**src/tmf_pkg.sv**
```systemverilog
// package with register map, field encodings and timing constants for the test mode block
package tmf_pkg;

  // channel counts
  localparam int unsigned N_CIN      = 16;             // contact inputs
  localparam int unsigned N_COUT     = 16;             // contact outputs
  localparam int unsigned N_SOFT_IN  = 64;             // virtual inputs
  localparam int unsigned N_SOFT_OUT = 96;             // virtual outputs
  localparam int unsigned N_REMOTE   = 32;             // remote inputs
  localparam int unsigned N_TELE     = 16;             // teleprotection inputs per channel

  // register byte offsets
  localparam logic [7:0] REG_CTRL        = 8'h00;      // enable and initiate select
  localparam logic [7:0] REG_STATUS      = 8'h04;      // test mode state
  localparam logic [7:0] REG_IN_FORCE    = 8'h08;      // input_force_setting, 2 bits per input
  localparam logic [7:0] REG_OUT_FORCE   = 8'h0C;      // output_force_setting, 2 bits per output
  localparam logic [7:0] REG_CIN_STAT    = 8'h10;      // reported contact_in_point states
  localparam logic [7:0] REG_COUT_STAT   = 8'h14;      // contact_out_point states
  localparam logic [7:0] REG_SOFT_IN_LO  = 8'h18;      // soft_input_point 31..0
  localparam logic [7:0] REG_SOFT_IN_HI  = 8'h1C;      // soft_input_point 63..32
  localparam logic [7:0] REG_SOFT_OUT_0  = 8'h20;      // soft_output_point 31..0
  localparam logic [7:0] REG_SOFT_OUT_1  = 8'h24;      // soft_output_point 63..32
  localparam logic [7:0] REG_SOFT_OUT_2  = 8'h28;      // soft_output_point 95..64
  localparam logic [7:0] REG_REMOTE_STAT = 8'h2C;      // remote input states
  localparam logic [7:0] REG_REMOTE_DFLT = 8'h30;      // remote input default states
  localparam logic [7:0] REG_TELE_STAT   = 8'h34;      // ch1 in 15..0, ch2 in 31..16
  localparam logic [7:0] REG_DET_LO      = 8'h38;      // detector codes outputs 7..0
  localparam logic [7:0] REG_DET_HI      = 8'h3C;      // detector codes outputs 15..8

  // control register fields
  localparam int unsigned CTRL_EN_BIT  = 0;            // test function enable
  localparam int unsigned CTRL_SEL_BIT = 1;            // 0: initiate constant on, 1: operand
  localparam int unsigned STAT_ACT_BIT = 0;            // test mode active

  // reset values
  localparam logic [31:0] RST_WORD = 32'h0000_0000;    // all settings disabled

  // input forcing encodings
  localparam logic [1:0] INF_DISABLED = 2'h0;          // follow terminals
  localparam logic [1:0] INF_OPEN     = 2'h1;          // report zero
  localparam logic [1:0] INF_CLOSED   = 2'h2;          // report one

  // output forcing encodings
  localparam logic [1:0] OUTF_DISABLED = 2'h0;         // follow operand
  localparam logic [1:0] OUTF_ENERGIZE = 2'h1;         // hold closed
  localparam logic [1:0] OUTF_DEENERGY = 2'h2;         // hold open
  localparam logic [1:0] OUTF_FREEZE   = 2'h3;         // hold pre-test state

  // detector status codes, bit 2 is the on/off state
  localparam logic [3:0] DET_OFF  = 4'h0;
  localparam logic [3:0] DET_VOLTAGE_DETECT_OFF = 4'h1;
  localparam logic [3:0] DET_CURRENT_DETECT_OFF = 4'h2;
  localparam logic [3:0] DET_ON   = 4'h4;
  localparam logic [3:0] DET_VON  = 4'h5;
  localparam logic [3:0] DET_ION  = 4'h6;

  // outputs fitted with voltage and current detectors
  localparam logic [15:0] FORM_A_MASK = 16'h00FF;

  // indicator flash timing
  localparam int unsigned CLK_HZ        = 100_000_000;                  // system clock rate
  localparam int unsigned BLINK_HALF_MS = 250;                          // on or off phase
  localparam int unsigned BLINK_HALF_CYC = (CLK_HZ / 1000) * BLINK_HALF_MS;

endpackage : tmf_pkg

```
**src/tmf_top.sv**
```systemverilog
// test mode control with contact forcing and binary point status, reached over apb
// test mode is a plain level
// active flag lags one cycle
// forcing lags it one more
// freeze image taken on entry
// soft points never forced
// remote points never forced
//
// apb: one wait state
// answers stand one cycle
// write lands on ready edge
// unmapped: error, zero data
// read-only: write dropped
// strobes merge byte lanes
//
// lamp lit on entry
// lamp may glow a cycle after exit
// outputs 0 to 7 have detectors
// voltage wins over current
// reset clears all forcing
// one means on, zero off
// soft inputs set by software
// soft outputs lag a cycle
//
// register map
// 00 control
// 04 status
// 08 input forcing
// 0c output forcing
// 10 contact inputs
// 14 contact outputs
// 18 soft inputs lo
// 1c soft inputs hi
// 20 soft outputs 0
// 24 soft outputs 1
// 28 soft outputs 2
// 2c remote inputs
// 30 remote defaults
// 34 tele inputs
// 38 detectors lo
// 3c detectors hi
//
// input forcing: 0 off,
// 1 open, 2 closed
// output forcing: 0 off,
// 1 energize, 2 de-energize,
// 3 freeze
//
// detector codes: 0 off,
// 1 voltage off, 2 current off,
// 4 on, 5 voltage on,
// 6 current on
//
// a lamp that stops flashing
// means the divider is stuck
`timescale 1ns/1ps

module tmf_top
  import tmf_pkg::*;
#(
  parameter int unsigned BLINK_CYCLES = BLINK_HALF_CYC   // half period of the indicator flash
) (
  input  wire logic                  i_sys_clk,          // system clock
  input  wire logic                  i_sys_rst,          // synchronous reset, active high

  // apb slave
  // one word per register
  input  wire logic                  i_psel,
  input  wire logic                  i_penable,
  input  wire logic                  i_pwrite,
  input  wire logic [7:0]            i_paddr,
  input  wire logic [31:0]           i_pwdata,
  input  wire logic [3:0]            i_pstrb,
  output logic                       o_pready,
  output logic                       o_pslverr,
  output logic [31:0]                o_prdata,

  // test initiation
  input  wire logic                  i_test_operand,     // selectable logic operand
  output logic                       o_test_active,      // test mode state
  output logic                       o_test_led,         // flashing indicator

  // contacts
  input  wire logic [N_CIN-1:0]      i_contact_in,       // sensed terminal states
  output logic      [N_CIN-1:0]      o_contact_in_point, // reported contact inputs
  input  wire logic [N_COUT-1:0]     i_out_operand,      // control operands
  output logic      [N_COUT-1:0]     o_contact_out,      // relay drive, one closes
  input  wire logic [N_COUT-1:0]     i_volt_det,         // voltage detectors
  input  wire logic [N_COUT-1:0]     i_curr_det,         // current detectors

  // soft points
  output logic      [N_SOFT_IN-1:0]  o_soft_in,          // virtual input states
  input  wire logic [N_SOFT_OUT-1:0] i_soft_out_eq,      // logic equation results

  // remote and teleprotection points
  input  wire logic [N_REMOTE-1:0]   i_remote_state,     // received remote states
  input  wire logic [N_REMOTE-1:0]   i_remote_online,    // source device online per input
  output logic      [N_REMOTE-1:0]   o_remote_in,        // resolved remote inputs
  input  wire logic [N_TELE-1:0]     i_tele_rx_ch1,      // received remote outputs ch1
  input  wire logic [N_TELE-1:0]     i_tele_rx_ch2,      // received remote outputs ch2
  input  wire logic [1:0]            i_tele_fail,        // channel declared failed
  output logic      [2*N_TELE-1:0]   o_tele_in           // ch2 high half, ch1 low half
);

  // one struct, one reset
  // the whole state of the block
  typedef struct packed {
    // settings
    logic                  test_en;      // test function enable
    logic                  init_sel;     // initiate source select
    logic                  test_active;  // test mode
    logic [31:0]           in_force;     // 2 bits per contact input
    logic [31:0]           out_force;    // 2 bits per contact output

    // resolved points
    logic [N_CIN-1:0]      cin;          // reported contact inputs
    logic [N_COUT-1:0]     cout;         // contact output drive
    logic [N_COUT-1:0]     frozen;       // state captured at test entry
    logic [N_SOFT_IN-1:0]  soft_in;      // virtual inputs
    logic [N_SOFT_OUT-1:0] soft_out;     // virtual outputs
    logic [N_REMOTE-1:0]   remote_dflt;  // programmed remote defaults
    logic [N_REMOTE-1:0]   remote;       // resolved remote inputs
    logic [2*N_TELE-1:0]   tele;         // resolved teleprotection inputs
    logic [4*N_COUT-1:0]   det;          // detector status codes

    // lamp and bus answer
    logic [31:0]           blink_cnt;    // flash divider
    logic                  led;          // indicator
    logic                  pready;       // apb ready
    logic                  pslverr;      // apb error
    logic [31:0]           prdata;       // apb read data
  } tmf_state_t;

  // held and next state
  tmf_state_t st;                        // registered state
  tmf_state_t next_st;                   // next state

  // per-channel slices
  logic [N_CIN-1:0]    next_cin;         // per-input resolved value
  logic [N_COUT-1:0]   next_cout;        // per-output resolved value
  logic [4*N_COUT-1:0] next_det;         // per-output detector code

  // per-channel forcing and detector encoding
  // reads the registered flag
  // so forcing starts cleanly
  genvar k;
  generate
    for (k = 0; k < N_CIN; k++) begin : g_cin
      logic [1:0] f;                     // this input's forcing
      assign f = st.in_force[2*k +: 2];
      // forcing only in test
      always_comb begin
        if (st.test_active && f == INF_OPEN) begin
          next_cin[k] = 1'b0;
        end else if (st.test_active && f == INF_CLOSED) begin
          next_cin[k] = 1'b1;
        end else begin
          next_cin[k] = i_contact_in[k];
        end
      end
    end

    // outputs, then detectors
    for (k = 0; k < N_COUT; k++) begin : g_cout
      logic [1:0] f;                     // this output's forcing
      logic       on;                    // resulting contact state
      assign f = st.out_force[2*k +: 2];
      // freeze wins in test only
      always_comb begin
        on = i_out_operand[k];
        if (st.test_active) begin
          unique case (f)
            OUTF_ENERGIZE: on = 1'b1;
            OUTF_DEENERGY: on = 1'b0;
            OUTF_FREEZE:   on = st.frozen[k];
            OUTF_DISABLED: on = i_out_operand[k];
          endcase
        end
        next_cout[k] = on;
        // voltage detector takes precedence when both see activity
        if (!FORM_A_MASK[k]) begin
          next_det[4*k +: 4] = on ? DET_ON : DET_OFF;
        end else if (i_volt_det[k]) begin
          next_det[4*k +: 4] = on ? DET_VON : DET_VOLTAGE_DETECT_OFF;
        end else if (i_curr_det[k]) begin
          next_det[4*k +: 4] = on ? DET_ION : DET_CURRENT_DETECT_OFF;
        end else begin
          next_det[4*k +: 4] = on ? DET_ON : DET_OFF;
        end
      end
    end
  endgenerate

  // byte-lane merge for apb writes
  // unstrobed lanes keep value
  function automatic logic [31:0] merge_lanes(input logic [31:0] old_v,
                                              input logic [31:0] new_v,
                                              input logic [3:0]  strb);
    logic [31:0] r;
    r = old_v;
    for (int b = 0; b < 4; b++) begin
      if (strb[b]) begin
        r[8*b +: 8] = new_v[8*b +: 8];
      end
    end
    return r;
  endfunction : merge_lanes

  // helpers of the process
  logic        initiate;                 // initiate condition
  logic        acc_first;                // first access cycle, ready not yet given
  logic        acc_done;                 // completing edge of a transfer
  logic        addr_ok;                  // address is mapped
  logic [31:0] rd_word;                  // read mux result
  logic [31:0] wr_word;                  // merged write value

  // next-state logic
  // fields default to held
  always_comb begin
    next_st  = st;
    rd_word  = RST_WORD;
    addr_ok  = 1'b1;
    wr_word  = RST_WORD;

    // test mode: a constant initiate makes the enable's rise the entry point,
    // an operand initiate makes the operand's rise the entry point
    initiate = st.init_sel ? i_test_operand : 1'b1;
    next_st.test_active = st.test_en & initiate;

    // capture the contact states on the very edge test mode begins
    // image from unforced flops
    // each entry takes a new one
    for (int i = 0; i < N_COUT; i++) begin
      if (!st.test_active && next_st.test_active) begin
        next_st.frozen[i] = st.cout[i];
      end
    end

    // forced and normal contact paths; everything else bypasses forcing
    // soft outputs lag a cycle
    next_st.cin  = next_cin;
    next_st.cout = next_cout;
    next_st.det  = next_det;
    next_st.soft_out = i_soft_out_eq;

    // remote inputs fall back to their defaults while offline
    // one online flag per input
    for (int i = 0; i < N_REMOTE; i++) begin
      next_st.remote[i] = i_remote_online[i] ? i_remote_state[i] : st.remote_dflt[i];
    end

    // teleprotection inputs read off while the channel is failed
    // failed channel reads off
    next_st.tele[N_TELE-1:0]        = i_tele_fail[0] ? '0 : i_tele_rx_ch1;
    next_st.tele[2*N_TELE-1:N_TELE] = i_tele_fail[1] ? '0 : i_tele_rx_ch2;

    // indicator flash: the divider runs only in test mode so the led starts lit
    // rate set by the parameter
    if (st.test_active) begin
      if (st.blink_cnt >= BLINK_CYCLES - 1) begin
        next_st.blink_cnt = 32'h0000_0000;
        next_st.led       = ~st.led;
      end else begin
        next_st.blink_cnt = st.blink_cnt + 32'h0000_0001;
      end
    end else begin
      next_st.blink_cnt = 32'h0000_0000;
      next_st.led       = next_st.test_active;
    end

    // read mux, one on means logic one
    // unused bits read zero
    // status words lag a cycle
    unique case (i_paddr)
      REG_CTRL: begin
        rd_word[CTRL_EN_BIT]  = st.test_en;
        rd_word[CTRL_SEL_BIT] = st.init_sel;
      end
      REG_STATUS:      rd_word[STAT_ACT_BIT] = st.test_active;
      REG_IN_FORCE:    rd_word = st.in_force;
      REG_OUT_FORCE:   rd_word = st.out_force;
      REG_CIN_STAT:    rd_word[N_CIN-1:0] = st.cin;
      REG_COUT_STAT:   rd_word[N_COUT-1:0] = st.cout;
      REG_SOFT_IN_LO:  rd_word = st.soft_in[31:0];
      REG_SOFT_IN_HI:  rd_word = st.soft_in[63:32];
      REG_SOFT_OUT_0:  rd_word = st.soft_out[31:0];
      REG_SOFT_OUT_1:  rd_word = st.soft_out[63:32];
      REG_SOFT_OUT_2:  rd_word = st.soft_out[95:64];
      REG_REMOTE_STAT: rd_word = st.remote;
      REG_REMOTE_DFLT: rd_word = st.remote_dflt;
      REG_TELE_STAT:   rd_word = st.tele;
      REG_DET_LO:      rd_word = st.det[31:0];
      REG_DET_HI:      rd_word = st.det[63:32];
      default:         addr_ok = 1'b0;
    endcase

    // apb: one wait state, ready and data come from flops
    // first cycle arms ready
    // second cycle shows it
    acc_first = i_psel & i_penable & ~st.pready;
    acc_done  = i_psel & i_penable & st.pready;
    next_st.pready  = acc_first;
    next_st.pslverr = acc_first & ~addr_ok;
    next_st.prdata  = (acc_first && !i_pwrite && addr_ok) ? rd_word : RST_WORD;

    // writes land on the edge where the master sees ready
    // request still held here
    // forcing may change in test
    wr_word = merge_lanes(rd_word, i_pwdata, i_pstrb);
    if (acc_done && i_pwrite) begin
      unique case (i_paddr)
        REG_CTRL: begin
          next_st.test_en  = wr_word[CTRL_EN_BIT];
          next_st.init_sel = wr_word[CTRL_SEL_BIT];
        end
        REG_IN_FORCE:    next_st.in_force = wr_word;
        REG_OUT_FORCE:   next_st.out_force = wr_word;
        REG_SOFT_IN_LO:  next_st.soft_in[31:0] = wr_word;
        REG_SOFT_IN_HI:  next_st.soft_in[63:32] = wr_word;
        REG_REMOTE_DFLT: next_st.remote_dflt = wr_word;
        default: begin
          // read-only or unmapped words ignore writes
        end
      endcase
    end
  end

  // state register
  // reset clears settings too
  // every field loads each clock
  always_ff @(posedge i_sys_clk) begin
    if (i_sys_rst) begin
      st <= '0;
    end else begin
      st <= next_st;
    end
  end

  // outputs straight from the state flops
  // no logic after the flops
  assign o_pready           = st.pready;
  assign o_pslverr          = st.pslverr;
  assign o_prdata           = st.prdata;
  assign o_test_active      = st.test_active;
  assign o_test_led         = st.led;
  assign o_contact_in_point = st.cin;
  assign o_contact_out      = st.cout;
  assign o_soft_in          = st.soft_in;
  assign o_remote_in        = st.remote;
  assign o_tele_in          = st.tele;

endmodule : tmf_top

```
**config.mk**
```make
export PLATFORM = sky130hd
export DESIGN_NAME = tmf_top
export DESIGN_NICKNAME = d
export VERILOG_FILES = /design/src/tmf_pkg.sv /design/src/tmf_top.sv
export SDC_FILE = /design/constraint.sdc
export NUM_CORES = 1
export LEC_CHECK = 0
export ABC_AREA = 1
export ABC_CLOCK_PERIOD_IN_PS = 1800
export BUFFER_PORTS_ARGS = -buffer_cell sky130_fd_sc_hd__buf_4
export CORE_MARGIN = 3
export CORE_UTILIZATION = 49
export CTS_CLUSTER_DIAMETER = 100
export DETAILED_ROUTE_END_ITERATION = 10
export PLACE_DENSITY = 0.85
export SLEW_MARGIN = 20
export SYNTH_ARGS = -nofsm -noshare
export SYNTH_HDL_FRONTEND = slang
export SYNTH_SLANG_ARGS = --single-unit
```
**constraint.sdc**
```tcl
create_clock -name i_sys_clk -period 1.8 [get_ports i_sys_clk]
set_input_delay 0.36 -clock i_sys_clk [delete_from_list [all_inputs] [get_ports i_sys_clk]]
set_output_delay 0.36 -clock i_sys_clk [all_outputs]
set_load 0.02 [all_outputs]
```
### After elaboration in Yosys (flattened, before gate mapping)

Index checks and enable logic that the tools add are counted.
Widths: inputs -> output; s select.

* equality and inequality tests: 96
* reduce and logical (&&, ||, !) cells: 82
* magnitude comparators: 1
* bitwise gates (word level): 10
* div/mod/pow operators: 0
* add/subtract/negate cells: 1
* shifts and indexed selects: 0
* mux-type cells: 140
* $mul: 0

Operators by type and width (count)
* $pmux 14 s14: 1
* $pmux 16 s12: 1
* $mux 3: 48
* $eq 2x2->1 const B: 48
* $mux 1: 68
* $eq 2x1->1 const B: 32
* $eq 8x6->1 const B: 8
* $pmux 1 s4: 16
* $reduce_or 2->1: 19
* $logic_and 1x1->1: 36
* $add 32x1->32 const B: 1
* $eq 8x5->1 const B: 4
* $ge 32x25->1 const B: 1
* $logic_not 2->1: 16
* $mux 8: 4
* $eq 8x4->1 const B: 2
* $pmux 1 s16: 1
* $reduce_or 16->1: 1
* $pmux 1 s15: 1
* $reduce_and 2->1: 6
* $eq 8x3->1 const B: 1
* $logic_not 8->1: 1
* $and 1x1->1: 5
* $not 1->1: 5
* 3 further kinds: 4

* bits in writable memories: 0
* register bits: 502
* output and inout bits: 196
* ROM bits: 0
* memories: 0
* bits in latches: 0

### Longest topological paths before layout

* word-level depth: 6
* depth in mapped cells: 14
* mapped depth without buffers: 13

### Least setup slack after synthesis

No wires, ideal clock.

* path kind: register to register
* start: register st[35] (netlist name)
* end: register st[55] (netlist name)
* library setup time: 0.116 ns
* clock period less this slack: 1.705 ns
* slack: 0.095 ns
* cell stages (with the launch flop): 11
* arrival: 1.589 ns
* cell sequence: dfxtp_1 > ha_1 > nand3_1 > nor2_4 > nand3_1 > nor2_2 > nand2_1 > nor2_4 > nand3_1 > o21ai_0 > nor2_1

* word-level cells in the longest chain between the ends: 2

RTL lines
* from (decl): RTL line tmf_top.sv:135 `tmf_state_t st;`
* from (signal assigned): RTL line tmf_top.sv:335 `st <= next_st;`
* $ge 32x25->1: RTL line tmf_top.sv:260 `if (st.blink_cnt >= BLINK_CYCLES - 1) begin`
* $reduce_or 3->1 (no line)

Several ways; a longest one is shown, not always the timed one.
A chain may end at the register's enable or synchronous reset.

### Final worst setup path

* start: register st, in the netlist o_contact_out[11]
* end: output o_contact_out[11]

RTL lines
* to (decl): RTL line tmf_top.sv:87 `output logic [N_COUT-1:0] o_contact_out,`

No word-level cell between the ends.

==> impl_metrics.ini <==
[drt]
firstDrtPassIters = 11
maxUsedRoutingLayer = met5
viasPerCell = 5.60
drtAntennaViolNets = 0
wl_met3_mm = 11.1
vias = 23100
drc = 1
dr.first_iter.drc_count = 3043
wl_per_cell_um = 21.8
wl_mm = 89.8
wirelength_met1_mm = 30.6
wl_met2_mm = 40.1

[power_and_ir_drop]
p_sw_uw = 5750
p_comb_frac = 0.094
p_clk_frac = 0.448
leakage_uw = 0.0139
p_int_uw = 17100
seq_power_share = 0.459
power_density_mw_per_mm2 = 804
peakVddDrop_v = 0.000670
switching_share = 0.252

[timing]
max_slew.worst_pin.slew_ns = 0.646
slew_viol_final = 0
post-route-period-util = 0.952
fin_ws_ns = 0.0864
timing.final.hold_violations = 0
max_freq_mhz = 584
finalCriticalPeriod_ns = 1.71
relSlewSlack = 0.569
rsz0062_at_grt = no
fin_skew_ns = 0.0441
setup_viol = 0

[synthesis]
async_reset_ff_frac = 0
syn_inst = 2991
synth-edff-count = 0
ys_seq_area_frac = 0.436
syn-mean-instance-area_um2 = 6.97
yosysWarnings = 0
synth_ff_type = dfxtp_1
ys_ff_latch = 454
yosysUniqueCellTypes = 36
syn_area_mm2 = 0.0208

[worst_setup_path]
r2r-start = st[36]$_SDFF_PP0_
crit_path_top_delay_cell = dfxtp_1
cp_top_family = flip-flops
critPathBufInv = 1
timing.rr.end = st[45]$_SDFF_PP0_
endpoint_kind = output port
worstPathCellList = buf_4
rr_worst_depth = 12
critPathKind = reg -> out
crit_cells = 1
cp_slowest_stage_delay_ns = 0.55
arrival_ns = 1.35
cp-start-kind = flop
critPathMaxFanout = 4
ff2ff_setup_slack_ns = 0.10
worstPathRequired_ns = 1.44

[global_route]
overflow = 0
grt_pass1_wl_mm = 131
grt_max_degree = 63
antenna_found_initial = 4
grt_pass1_vias = 22700
grt_usage = 0.381

[min_path]
hp-class = in -> reg
holdPathStages = 3
hp-start = i_remote_state[5]
hold_end = o_remote_in[5]$_SDFF_PP0_

[final_layout]
fin_cells = 4123
final_common_cell = buf_4
multi_input_area_mm2 = 0.00826
drive_above_1_share = 0.220
nets = 3859
nFillCells = 2990
register_area_mm2 = 0.00909
fin_area_mm2 = 0.0284
final_cell_mix = 598 x buf_4, 570 x nand2_1, 450 x dfxtp_1
synthToLayoutAreaGrowth_pct = 36.2

[place]
place_hpwl_mm = 58.4
pre_cts_ws_ns = -0.347
dpl-instance-area_mm2 = 0.0247
gp_congestion = 0.951
post-place-cells = 3826
portBuffers = 487

[cts]
numCtsBuffers = 48
cts_max_level = 2
cts-root-buf = clkbuf_16
clk_latency_ns = 0.62
clockBufferDepth = 3
cts_sinks = 454
path_clk_slew_ns = 0.06
cts_tree = built

[floorplanning]
num_rows = 74
core_area_mm2 = 0.0414
start_util = 0.504
die_w_um = 212
io_pins = 504
die_area_mm2 = 0.0451
dieHeight_um = 212

[outcome]
outcome = finished with violations
violations = design-rule violations

[flow_run]
cap_violations = 0
==> synthesized netlist by cell type (11+ instances only) <==
library cell | instances | area, µm²
a21oi_1 | 190 | 951
nor2_1 | 409 | 1540
dfxtp_1 | 454 | 9090
a211oi_1 | 14 | 105
nand4_1 | 20 | 125
clkbuf_1 | 71 | 267
or2_2 | 21 | 131
nor3_1 | 16 | 80.1
inv_1 | 392 | 1470
and3_1 | 11 | 68.8
nor2_2 | 15 | 93.8
nand2_1 | 572 | 2150
a311oi_1 | 13 | 114
buf_2 | 41 | 205
buf_4 | 211 | 1580
o21a_1 | 26 | 195
nand3_1 | 300 | 1500
o21ai_0 | 161 | 806
==> area by class of cell <==
type / count / area share
well taps: 532 / 0.0234
inverters: 402 / 0.0533
diodes: 3 / 0.000264
multi-input cells: 1809 / 0.291
repair buffers: 835 / 0.255
clock inverters: 20 / 0.00798
clock buffers: 68 / 0.0489
flip-flops and latches: 454 / 0.320
==> kinds of logic (layout without fill, tap and decap cells) <==
group	Yosys count	after routing	share of synthesized area
xor+xnor	5	5	0.00210
other cells	1	10	0.000180
flops	454	454	0.436
simple gates	1381	1381	0.280
buf+inv	734	1325	0.174
compound gates	415	415	0.108
fa+ha+maj	1	1	0.000600
==> metrics by stage <==
step                      hold slack [ns]  utilization  setup TNS (ns)  total power [µW]
after floorplan                     0.413            -               0             11400
after global placement              0.429        0.596          -41.90             12300
after detailed placement            0.434        0.596          -47.39             12300
after CTS                        0.000197        0.685               0             22600
after global routing               0.0239        0.686               0             23300
final                              0.0202        0.686               0             22800
==> routing by layer <==
| metal | GRT usage | up-vias |
|---|---|---|
| met2 | 0.619 | 1836 |
| li1 | - | 10300 |
| met3 | 0.101 | 519 |
| met4 | 0.283 | 2 |
| met1 | 0.431 | 10400 |
| met5 | 0 | - |
==> worst max-delay path by stage <==
stage                                      start                           to  slack [ns]
floorplan                      st[35]$_SDFF_PP0_            st[55]$_SDFF_PP0_        0.09
global placement                      i_paddr[6]  g_cout[2].f[1]$_SDFFE_PP0P_       -0.31
detailed placement                    i_paddr[7]    o_soft_in[5]$_SDFFE_PP0P_       -0.35
CTS                  o_contact_out[9]$_SDFF_PP0_             o_contact_out[9]       0.008
global route                   st[36]$_SDFF_PP0_            st[45]$_SDFF_PP0_        0.02
finish              o_contact_out[11]$_SDFF_PP0_            o_contact_out[11]        0.09
==> state kept, by name (all words and copies together), names as in the netlist <==
| register | cells |
|---|---|
| o_prdata | 32 |
| o_soft_in | 64 |
| o_pslverr | 1 |
| o_tele_in | 32 |
| st | 194 |
| o_contact_out | 16 |
| o_test_led | 1 |
| g_cout.f | 32 |
| o_pready | 1 |
| o_test_active | 1 |
| o_contact_in_point | 16 |
| g_cin.f | 32 |
| o_remote_in | 32 |
==> power by group through the flow <==
stage / combinational [µW] / sequential, µW / clock [µW]
6_report: 2140 / 10500 / 10200
5_1_grt: 2240 / 10500 / 10600
4_1_cts: 2000 / 10500 / 10200
3_5_place_dp: 1650 / 10700 / 0
3_3_place_gp: 1630 / 10700 / 0
2_1_floorplan: 819 / 10600 / 0
==> timing repair <==
item,in CTS,in global routing
pin swaps,3,4
hold buffers,198,0
hold endpoints to repair,173,0
setup endpoints to repair,2,26
setup buffers,6,2
gates resized for setup,6,9
(Power assumes the default switching activity.)
